`config.mk`:
```
export PLATFORM = sky130hd
export DESIGN_NAME = cpi_port
export DESIGN_NICKNAME = d
export VERILOG_FILES = /design/src/verilog/cpi_pkg.sv /design/src/verilog/cpi_ctrl.sv /design/src/verilog/cpi_port.sv
export VERILOG_INCLUDE_DIRS = /design/src /design/src/verilog
export SDC_FILE = /design/constraint.sdc
export NUM_CORES = 1
export LEC_CHECK = 0
export ABC_AREA = 0
export BUFFER_PORTS_ARGS = -buffer_cell sky130_fd_sc_hd__buf_2
export CAP_MARGIN = 15
export CORE_ASPECT_RATIO = 1.5
export CORE_UTILIZATION = 51
export DETAILED_ROUTE_END_ITERATION = 6
export PLACE_DENSITY = 0.77
export SYNTH_ARGS = -nofsm -noshare
export SYNTH_HDL_FRONTEND = slang
export SYNTH_SLANG_ARGS = --single-unit
export TNS_END_PERCENT = 30
```
`constraint.sdc`:
```
create_clock -name mclk_i -period 2.3 [get_ports mclk_i]
set_input_delay 0.46 -clock mclk_i [delete_from_list [all_inputs] [get_ports mclk_i]]
set_output_delay 0.46 -clock mclk_i [all_outputs]
set_load 0.01 [all_outputs]
```
`src/verilog/cpi_map.svh`:
```
// Purpose: Port map, field positions and reset values
// Assumes: 16-bit I/O addresses, 8-bit data
// Notes:   Definitions only
`ifndef CPI_MAP_SVH
`define CPI_MAP_SVH
`define CPI_ALIAS_MASK  16'hFFE3
`define CPI_M_EVEN      16'h0020
`define CPI_M_ODD       16'h0021
`define CPI_S_EVEN      16'h00A0
`define CPI_S_ODD       16'h00A1
`define CPI_M_TRIG      16'h04D0
`define CPI_S_TRIG      16'h04D1
`define CPI_OW1_RST     8'h00
`define CPI_OW2_RST     8'h20
`define CPI_OW3_RST     8'h22
`define CPI_IW4_RST     8'h01
`define CPI_TRIG_RST    8'h00
`define CPI_RD_NONE     8'h00
`define CPI_PRIO_INIT   3'h7
`define CPI_SADR_INIT   3'h7
`define CPI_SEL_BIT     4
`define CPI_SINGLE_OR_CASCADE_BIT    1
`define CPI_IW4_BIT     0
`define CPI_OW3_BIT     3
`define CPI_RR_BIT      1
`define CPI_RIS_BIT     0
`define CPI_ESMM_BIT    6
`define CPI_SMM_BIT     5
`define CPI_BASE_F      7:3
`define CPI_LVL_F       2:0
`define CPI_CMD_F       7:5
`define CPI_MID_F       4:2
`define CPI_SETPRIO     3'h6
`define CPI_CASC_IRQ    3'h2
`define CPI_CASC_BIT    2
`define CPI_BYTE_F      7:0
`define CPI_HI_F        15:8
`endif

```
`src/verilog/cpi_pkg.sv`:
```
// Purpose: Types of the cascaded controller port block
// Assumes: Used with cpi_map.svh
// Notes:   Types only
package cpi_pkg;

  typedef enum logic [1:0] {st_ready, st_wait2, st_wait3, st_wait4} cpi_init_t;

  typedef enum logic [2:0] {
    dec_none, dec_m_even, dec_m_odd, dec_s_even, dec_s_odd, dec_m_trig, dec_s_trig
  } cpi_dec_t;

  typedef struct packed {
    logic [15:0] addr;
    logic [7:0]  data;
    logic        wr;
    logic        rd;
  } cpi_io_req_t;

  typedef struct packed {
    logic       valid;
    logic [7:0] data;
  } cpi_io_rsp_t;

  typedef struct packed {
    logic       interrupt_ack_strobe;
    logic [2:0] m_level;
    logic [2:0] s_level;
  } cpi_ack_t;

  typedef struct packed {
    logic       valid;
    logic       from_slave;
    logic [7:0] vec;
  } cpi_vec_t;

  typedef struct packed {
    cpi_init_t  st;
    logic       single;
    logic       fourth;
    logic [4:0] base;
    logic [7:0] init_word_three;
    logic [7:0] init_word_four;
    logic [7:0] op_word_one;
    logic [7:0] op_word_two;
    logic [7:0] op_word_three;
    logic [2:0] low_prio;
    logic [2:0] slv_addr;
  } cpi_ctrl_t;

endpackage

```
`src/verilog/cpi_ctrl.sv`:
```
// Purpose: One controller: init sequence and operation words
// Assumes: Write strobes already decoded, one cycle each
// Notes:   Starts ready with documented defaults
`timescale 1ns/1ps
`default_nettype none
`include "cpi_map.svh"

module cpi_ctrl (
  input  wire logic             mclk_i,
  input  wire logic             rst_i,
  input  wire logic             wr_even_i,
  input  wire logic             wr_odd_i,
  input  wire logic [7:0]       wdata_i,
  output cpi_pkg::cpi_ctrl_t    view_o
);
  import cpi_pkg::*;

  cpi_ctrl_t s;
  cpi_ctrl_t next_s;
  logic      iw1_wr;

  assign iw1_wr = wr_even_i && wdata_i[`CPI_SEL_BIT];
  assign view_o = s;

  // ----------------------------------------
  // Next state
  // ----------------------------------------
  always_comb begin
    next_s = s;
    if (iw1_wr) begin
      next_s.st = st_wait2;
      next_s.single = wdata_i[`CPI_SINGLE_OR_CASCADE_BIT];
      next_s.fourth = wdata_i[`CPI_IW4_BIT];
      next_s.op_word_one = `CPI_OW1_RST;
      next_s.low_prio = `CPI_PRIO_INIT;
      next_s.slv_addr = `CPI_SADR_INIT;
      next_s.op_word_three[`CPI_SMM_BIT] = 1'b0;
      next_s.op_word_three[`CPI_RR_BIT] = 1'b1;
      next_s.op_word_three[`CPI_RIS_BIT] = 1'b0;
      // Trigger and interval bits not kept
    end else if (wr_odd_i) begin
      unique case (s.st)
        st_wait2: begin
          next_s.base = wdata_i[`CPI_BASE_F];
          if (!s.single) begin
            next_s.st = st_wait3;
          end else if (s.fourth) begin
            next_s.st = st_wait4;
          end else begin
            next_s.st = st_ready;
          end
        end
        st_wait3: begin
          next_s.init_word_three = wdata_i;
          next_s.st = s.fourth ? st_wait4 : st_ready;
        end
        st_wait4: begin
          next_s.init_word_four = wdata_i;
          next_s.st = st_ready;
        end
        st_ready: begin
          next_s.op_word_one = wdata_i;
        end
      endcase
    end else if (wr_even_i && s.st == st_ready) begin
      if (wdata_i[`CPI_OW3_BIT]) begin
        next_s.op_word_three[`CPI_MID_F] = wdata_i[`CPI_MID_F];
        next_s.op_word_three[`CPI_ESMM_BIT] = wdata_i[`CPI_ESMM_BIT];
        if (wdata_i[`CPI_ESMM_BIT]) begin
          next_s.op_word_three[`CPI_SMM_BIT] = wdata_i[`CPI_SMM_BIT];
        end
        if (wdata_i[`CPI_RR_BIT]) begin
          next_s.op_word_three[`CPI_RIS_BIT] = wdata_i[`CPI_RIS_BIT];
        end
      end else begin
        next_s.op_word_two = wdata_i;
        if (wdata_i[`CPI_CMD_F] == `CPI_SETPRIO) begin
          next_s.low_prio = wdata_i[`CPI_LVL_F];
        end
      end
    end
  end

  always_ff @(posedge mclk_i) begin
    if (rst_i) begin
      s <= '{st: st_ready, single: 1'b0, fourth: 1'b1, base: 5'h00,
             init_word_three: 8'h00, init_word_four: `CPI_IW4_RST,
             op_word_one: `CPI_OW1_RST, op_word_two: `CPI_OW2_RST,
             op_word_three: `CPI_OW3_RST, low_prio: `CPI_PRIO_INIT,
             slv_addr: `CPI_SADR_INIT};
    end else begin
      s <= next_s;
    end
  end
endmodule
`default_nettype wire

```
`src/verilog/cpi_port.sv`:
```
// Purpose: I/O port front end of a cascaded controller pair
// Assumes: Host I/O strobes and acknowledges on mclk_i
// Notes:   Priority resolution lives outside this block
`timescale 1ns/1ps
`default_nettype none
`include "cpi_map.svh"

// Behaviour
// - Master ports decode at 20h/21h, slave ports at A0h/A1h.
// - Even and odd ports alias every 4h, slave up to BCh.
// - Even port reaches op words two and three with their defaults.
// - Odd port reaches op word one, reset 00h; word four resets 01h.
// - Trigger select registers at 4D0h and 4D1h, read-write, reset 00h.
// - Init word one clears mask, sets priority and slave address, status.
// - After init word one, word two, then three if cascaded and four if bit 0 was set, follow in order.
// - Even port write with bit 4 set starts initialization.
// - Level trigger bit of init word one is ignored.
// - Call address interval bit is ignored; software writes zero.
// - Init word two bits 7:3 become the vector upper bits.
// - Acknowledge fills level into low bits, vector on second cycle.
// - Level code 000 to 111 maps inputs in ascending order.
// - Slave matches broadcast code with its id and supplies vector.
module cpi_port (
  input  wire logic               mclk_i,
  input  wire logic               rst_i,
  input  wire cpi_pkg::cpi_io_req_t io_req_i,
  output cpi_pkg::cpi_io_rsp_t    io_rsp_o,
  input  wire cpi_pkg::cpi_ack_t  ack_i,
  input  wire logic [15:0]        pending_request_reg_i,
  input  wire logic [15:0]        in_service_i,
  output cpi_pkg::cpi_vec_t       vec_o,
  output cpi_pkg::cpi_ctrl_t      m_view_o,
  output cpi_pkg::cpi_ctrl_t      s_view_o,
  output logic [15:0]             trigger_type_select_o
);
  import cpi_pkg::*;

  // ----------------------------------------
  // Address decode
  // ----------------------------------------
  function automatic cpi_dec_t cpi_decode(input logic [15:0] a);
    logic [15:0] m;
    m = a & `CPI_ALIAS_MASK;
    if (m == `CPI_M_EVEN) begin
      cpi_decode = dec_m_even;
    end else if (m == `CPI_M_ODD) begin
      cpi_decode = dec_m_odd;
    end else if (m == `CPI_S_EVEN) begin
      cpi_decode = dec_s_even;
    end else if (m == `CPI_S_ODD) begin
      cpi_decode = dec_s_odd;
    end else if (a == `CPI_M_TRIG) begin
      cpi_decode = dec_m_trig;
    end else if (a == `CPI_S_TRIG) begin
      cpi_decode = dec_s_trig;
    end else begin
      cpi_decode = dec_none;
    end
  endfunction

  typedef struct packed {
    cpi_io_rsp_t rsp;
    cpi_vec_t    vec;
    logic        phase;
    logic        casc;
    logic [2:0]  code;
    logic [7:0]  m_trig;
    logic [7:0]  s_trig;
  } cpi_top_t;

  cpi_top_t  t;
  cpi_top_t  next_t;
  cpi_dec_t  wdec;
  cpi_dec_t  rdec;
  cpi_ctrl_t mv;
  cpi_ctrl_t sv;
  logic      wr_m_even;
  logic      wr_m_odd;
  logic      wr_s_even;
  logic      wr_s_odd;
  logic      ack_first;
  logic      ack_second;
  logic      slv_match;

  assign wdec      = cpi_decode(io_req_i.addr);
  assign rdec      = cpi_decode(io_req_i.addr);
  assign wr_m_even = io_req_i.wr && wdec == dec_m_even;
  assign wr_m_odd  = io_req_i.wr && wdec == dec_m_odd;
  assign wr_s_even = io_req_i.wr && wdec == dec_s_even;
  assign wr_s_odd  = io_req_i.wr && wdec == dec_s_odd;

  // ----------------------------------------
  // Controllers
  // ----------------------------------------
  cpi_ctrl u_master (
    .mclk_i    (mclk_i),
    .rst_i     (rst_i),
    .wr_even_i (wr_m_even),
    .wr_odd_i  (wr_m_odd),
    .wdata_i   (io_req_i.data),
    .view_o    (mv)
  );

  cpi_ctrl u_slave (
    .mclk_i    (mclk_i),
    .rst_i     (rst_i),
    .wr_even_i (wr_s_even),
    .wr_odd_i  (wr_s_odd),
    .wdata_i   (io_req_i.data),
    .view_o    (sv)
  );

  // ----------------------------------------
  // Acknowledge sequence
  // ----------------------------------------
  assign ack_first  = ack_i.interrupt_ack_strobe && !t.phase;
  assign ack_second = ack_i.interrupt_ack_strobe && t.phase;
  assign slv_match  = t.casc && sv.init_word_three[`CPI_LVL_F] == t.code;

  // ----------------------------------------
  // Next state
  // ----------------------------------------
  always_comb begin
    next_t = t;
    next_t.rsp.valid = 1'b0;
    next_t.vec.valid = 1'b0;
    if (io_req_i.wr) begin
      unique case (wdec)
        dec_m_trig: next_t.m_trig = io_req_i.data;
        dec_s_trig: next_t.s_trig = io_req_i.data;
        default: next_t.m_trig = t.m_trig;
      endcase
    end
    if (io_req_i.rd) begin
      next_t.rsp.valid = 1'b1;
      unique case (rdec)
        dec_m_even: begin
          next_t.rsp.data = mv.op_word_three[`CPI_RIS_BIT] ?
                            in_service_i[`CPI_BYTE_F] : pending_request_reg_i[`CPI_BYTE_F];
        end
        dec_s_even: begin
          next_t.rsp.data = sv.op_word_three[`CPI_RIS_BIT] ?
                            in_service_i[`CPI_HI_F] : pending_request_reg_i[`CPI_HI_F];
        end
        dec_m_odd:  next_t.rsp.data = mv.op_word_one;
        dec_s_odd:  next_t.rsp.data = sv.op_word_one;
        dec_m_trig: next_t.rsp.data = t.m_trig;
        dec_s_trig: next_t.rsp.data = t.s_trig;
        dec_none:   next_t.rsp.data = `CPI_RD_NONE;
      endcase
    end
    if (ack_first) begin
      next_t.phase = 1'b1;
      next_t.code  = ack_i.m_level;
      next_t.casc  = mv.init_word_three[`CPI_CASC_BIT] && ack_i.m_level == `CPI_CASC_IRQ;
    end else if (ack_second) begin
      next_t.phase = 1'b0;
      next_t.vec.valid = 1'b1;
      next_t.vec.from_slave = slv_match;
      if (slv_match) begin
        next_t.vec.vec = {sv.base, ack_i.s_level};
      end else begin
        next_t.vec.vec = {mv.base, t.code};
      end
    end
  end

  always_ff @(posedge mclk_i) begin
    if (rst_i) begin
      t <= '{rsp: '{valid: 1'b0, data: `CPI_RD_NONE},
             vec: '{valid: 1'b0, from_slave: 1'b0, vec: 8'h00},
             phase: 1'b0, casc: 1'b0, code: 3'h0,
             m_trig: `CPI_TRIG_RST, s_trig: `CPI_TRIG_RST};
    end else begin
      t <= next_t;
    end
  end

  // ----------------------------------------
  // Outputs
  // ----------------------------------------
  assign io_rsp_o              = t.rsp;
  assign vec_o                 = t.vec;
  assign m_view_o              = mv;
  assign s_view_o              = sv;
  assign trigger_type_select_o = {t.s_trig, t.m_trig};
endmodule
`default_nettype wire

```
# ---- Word-level counts from Yosys, hierarchy flattened
# Index checks and enable logic that the tools add are counted.
dict set report totals {
  regBits 138
  out_inout_bits 145
  elab_cells 154
}
dict set report op_classes {
  n_eq_ne 23
  n_mux 32
  bitwise_logic 6
  reduce_logical 57
}
# operator n
set op_table {}
lappend op_table {{8-bit one-hot mux with 7 select lines} 1}
lappend op_table {{4-bit AND reduction} 10}
lappend op_table {{16-bit by 11-bit equality test with 1-bit output (second input constant)} 2}
lappend op_table {{13-bit by 3-bit equality test with 1-bit output (second input constant)} 2}
lappend op_table {{13-bit by 5-bit equality test with 1-bit output (second input constant)} 2}
lappend op_table {{4-bit two-way mux} 6}
lappend op_table {{8-bit two-way mux} 3}
lappend op_table {{3-bit two-way mux} 6}
lappend op_table {{2-bit AND reduction} 9}
lappend op_table {{3-bit AND reduction} 6}
lappend op_table {{2-bit nonzero test} 9}
lappend op_table {{3-bit equality test (second input constant)} 4}
lappend op_table {{1-bit logical AND} 12}
lappend op_table {{2-bit one-hot mux with 3 select lines} 2}
lappend op_table {{11-bit two-way mux} 1}
lappend op_table {{3-bit by 2-bit equality test with 1-bit output (second input constant)} 3}
lappend op_table {{9-bit two-way mux} 1}
lappend op_table {{2-bit equality test (second input constant)} 4}
lappend op_table {{1-bit two-way mux} 8}
lappend op_table {{2-bit two-way mux} 4}
lappend op_table {{4-bit nonzero test} 2}
lappend op_table {{1-bit inverter} 6}
lappend op_table {{3-bit nonzero test} 2}
lappend op_table {{2-bit OR reduction} 3}
lappend op_table {{7 further kinds} 10}

# ---- Longest topological paths before layout
dict set report depth {
  word_depth 13
  ltp_mapped 7
}

# ---- Modules after synthesis
# Synthesis repeated with hierarchy kept, for this count alone.
dict set report unflattened {
  cells_unflattened 775
  hier_area_um2 6588.8
}
# module instances cells_per_inst area_per_inst_um2
set by_module_without_submodules {}
lappend by_module_without_submodules {cpi_ctrl 2 245 2080.7}
lappend by_module_without_submodules {cpi_port 1 285 2427.3}

# ---- Least setup slack after synthesis
# OpenSTA, ideal clock, no wires.
dict set report synth_timing {
  path_type {input-to-reg}
  startpoint {input port io_req_i[20] in the netlist's numbering}
  endpoint {register u_master.s (netlist bit u_master.view_o[19])}
  setup_time_ps 120
  t_arrival_ps 1865
  path_slack_ps 315
  cell_stages 4
  n_path_buf 0
  path_cell_list {or4_1 > nor4b_4 > nand2_1 > a211o_1}
}
dict set report synth_via {
  elab_chain_cells 12
  elab_cells_between_ends 21
  cone_classes {eq/ne: 8; mux: 6; bitwise: 2; reduce/logical: 5}
}
# element line
set synth_rtl {}
lappend synth_rtl {{start: declaration} cpi_port.sv:26} ;# input wire cpi_pkg::cpi_io_req_t io_req_i,
lappend synth_rtl {{16-bit by 11-bit equality test with 1-bit output (no line)} -}
lappend synth_rtl {{3-bit two-way mux} cpi_port.sv:54} ;# end else if (a == `CPI_S_TRIG) begin
lappend synth_rtl {{3-bit two-way mux} cpi_port.sv:52} ;# end else if (a == `CPI_M_TRIG) begin
lappend synth_rtl {{3-bit two-way mux} cpi_port.sv:50} ;# end else if (m == `CPI_S_ODD) begin
lappend synth_rtl {{3-bit two-way mux} cpi_port.sv:48} ;# end else if (m == `CPI_S_EVEN) begin
lappend synth_rtl {{3-bit two-way mux} cpi_port.sv:46} ;# end else if (m == `CPI_M_ODD) begin
lappend synth_rtl {{3-bit two-way mux *} cpi_port.sv:44} ;# if (m == `CPI_M_EVEN) begin
lappend synth_rtl {{3-bit by 1-bit equality test with 1-bit output} cpi_port.sv:87} ;# assign wr_m_even = io_req_i.wr && wdec == dec_m_even;
lappend synth_rtl {{1-bit logical AND} cpi_port.sv:87}
lappend synth_rtl {{1-bit logical AND} cpi_ctrl.sv:22} ;# assign iw1_wr = wr_even_i && wdata_i[`CPI_SEL_BIT];
lappend synth_rtl {{1-bit inverter (no line)} -}
lappend synth_rtl {{4-bit AND reduction (no line) *} -}
lappend synth_rtl {{end signal: assignment} cpi_ctrl.sv:86} ;# s <= '{st: st_ready, single: 1'b0, fourth: 1'b1, base: 5'h00,
lappend synth_rtl {{end signal: assignment} cpi_ctrl.sv:92} ;# s <= next_s;
lappend synth_rtl {{end: declaration} cpi_ctrl.sv:18} ;# cpi_ctrl_t s;
# Every way passes the cells marked *; elsewhere a longest branch is shown, timed or not.
# A chain may end at the register's enable or synchronous reset.

# ---- Final worst setup path
dict set report layout_timing {
  startpoint {register u_master.s (netlist bit u_master.view_o[6])}
  endpoint {output port m_view_o[6] in the netlist's numbering}
}
# element line
set layout_rtl {}
lappend layout_rtl {{end: declaration} cpi_port.sv:32} ;# output cpi_pkg::cpi_ctrl_t m_view_o,
# No word-level cell between the ends.

==> results.yml <==
status:
  status: "finished clean"
critical_path:
  r2r_start: "u_slave.view_o[53]"
  crit_path_end_kind: "output port"
  cp-startpoint: "u_master.view_o[6]"
  cp_max_fo: 10
  required_ns: 1.84
  critPathTopFamily: "flip-flops"
  worstPathCellList: "buf_2"
  critPathMaxStageDelay_ns: 0.74
  crit_arrival_ns: 1.41
  cp_num_buf_inv: 1
  critPathKind: "flip-flop to output port"
  cp-start-kind: "flip-flop"
  cp_slowest_cell: "dfxtp_1"
min_path:
  hold_start: "ack_i[4]"
  hp-class: "input port to flip-flop"
sta:
  hold_viol_final: 0
  drv_slew: 0
  tightest_slew_ns: 0.767
  post-route-period-util_pct: 81.3
  max_freq_mhz: 535
  final.setup.tns_ns: 0
  setup_ws_ns: 0.431
  post-route-min-period_ns: 1.87
  max_slew_margin_pct: 48.9
  setup_viol: 0
  grt_setup_unrepaired: "false"
  skew_ns: 0.00657
floorplan:
  start_util_pct: 52.0
  num_rows: 51
  die_area_um2: 13700
  die_h_um: 143
  coreArea_um2: 13000
  pin_count: 212
  fp.dieW_um: 95.8
finish:
  drive_above_1_share_pct: 30.2
  n_antenna_cell: 0
  syn_to_final_growth_pct: 22.3
  finalNonFillerCells: 1116
  fillers: 1195
  multi_input_area_um2: 3370
  final_nets: 1011
  finalCoreUtilization_pct: 63.5
  register_area_um2: 2760
placed_design:
  io_buffers: 199
  dpl.hpwl_mm: 14.2
  gp_congestion: 0.922
  placed_cells: 1084
  dpl_worst_slack_ns: 0.0847
clock_network:
  cts.hold.buffers_added: 0
  htreeDepth: 4
  clk_pin_slew_ns: 0.06
  cts_max_path_buffers: 2
  cts_resized: 0
  post_cts_buffers: 0
  clkSinkCount: 138
  root_buffer: "clkbuf_16"
  cts_tree: "built"
  clk-insertion-delay-late_ns: 0.42
  numCtsBuffers: 17
run:
  drv_cap: 0
detailed_routing:
  vias_per_cell: 6.09
  dr_total_vias: 6800
  wl_mm: 20.8
  ant_nets: 0
  drt_iter0_drc: 507
  drc: 0
  wl_per_cell_um: 18.7
  drtPass1Iterations: 5
pwr:
  p_per_area_nw_per_um2: 663
  p_leak_nw: 3.51
  irDropWorstVdd_mv: 0.526
synthesis:
  yosys.area.top_type: "dfxtp_1"
  synth_cell_types: 58
  synth-async-reset-ratio_pct: 0
  synth_ff_type: "dfxtp_1"
  synthTopCellsByArea: "dfxtp_1 (41%), nand4_1 (7.9%), o21ai_0 (7.5%)"
  synthTopCellsByCount: "dfxtp_1 (138), o21ai_0 (101), a21oi_1 (90)"
  synth_top_area_share_pct: 41.0
  avgSynthCellArea_um2: 8.48
  ys_seq_area_share_pct: 41.0
  yosys_register_bits: 138
  synth_edf_count: 0
  netlist_area_um2: 6730
  syn_inst: 794
  yosysMostFrequentCell: "dfxtp_1"
  yosys_warnings: 0
global_route:
  antenna_found_initial: 0
  grt_pass1_wl_mm: 32.2
  grt_pass1_vias: 6302
  grt_overflow: 0
  grt.total_usage_pct: 30.6
  grt_max_degree: 57
==> where the power goes <==
| group | total (W) | internal, W | switching (W) |
|---|---|---|---|
| registers | 0.00241 | 0.00240 | 0.00000624 |
| clock network | 0.00272 | 0.00168 | 0.00104 |
| logic | 0.000338 | 0.000116 | 0.000222 |
==> cell families after synthesis <==
group / synth area share, %
flops: 41.0
buf+inv: 9.65
mux: 8.18
compound gates: 19.6
simple gates: 20.9
xor+xnor: 0.520
other cells: 0.112
==> per-stage QoR <==
stage,power [W],hold slack [ns],cell area (µm²)
final,0.00546,0.297,8230
after global routing,0.00561,0.323,8230
after CTS,0.00546,0.292,8230
after detailed placement,0.00279,0.437,7640
after global placement,0.00279,0.431,7640
after floorplan,0.00265,0.426,6770
==> placed cells by master (no fill, tap or decap), drive strengths merged, types with 3 or more instances in the layout <==
cell / n
a21o: 7
nor4: 7
nor3b: 4
clkbuf: 21
and4: 5
nand4: 86
and2: 4
clkinvlp: 3
a211o: 3
clkinv: 6
nand3: 16
mux2i: 46
o21ai: 103
o22ai: 7
nor3: 5
or3: 3
buf: 235
conb: 12
inv: 9
a21oi: 90
nand2b: 4
nor2b: 5
nand2: 44
or4: 3
a31oi: 6
a2bb2oi: 7
and3: 6
nor4b: 4
nor2: 26
dfxtp: 138
o31ai: 7
xnor2: 4
mux2: 8
==> flip-flops by register name (all words and copies together), names as in the netlist <==
name,cells
trigger_type_select_o,16
vec_o,10
io_rsp_o,9
u_master.view_o,49
t,5
u_slave.view_o,49
==> path summary, 6_finish.rpt <==
| kind | depth (start not counted) | end | slack (ns) |
|---|---|---|---|
| setup reg to reg | 4 | u_slave.view_o[18] | 0.54 |
| setup / recovery | 1 | m_view_o[6] | 0.43 |
| hold reg to reg | 2 | vec_o[0] | 0.45 |
| hold / removal | 3 | t[17] | 0.30 |
==> area by class of cell <==
| type | count | share of cell area (%) |
|---|---|---|
| clock inverter | 11 | 1.46 |
| inverter | 9 | 0.410 |
| multi-input combinational | 543 | 40.9 |
| sequential | 138 | 33.6 |
| clock buffer | 21 | 5.72 |
| tap | 159 | 2.42 |
| timing repair buffer | 235 | 15.5 |
==> routing by layer <==
layer,vias up,global-route usage (%),share of wire [%]
met5,-,0,0
met4,0,17.0,4.9
met3,82,6.44,7.3
met2,350,51.6,50
met1,3197,35.4,38
li1,3171,-,-
Power figures use the tool's default switching activity.
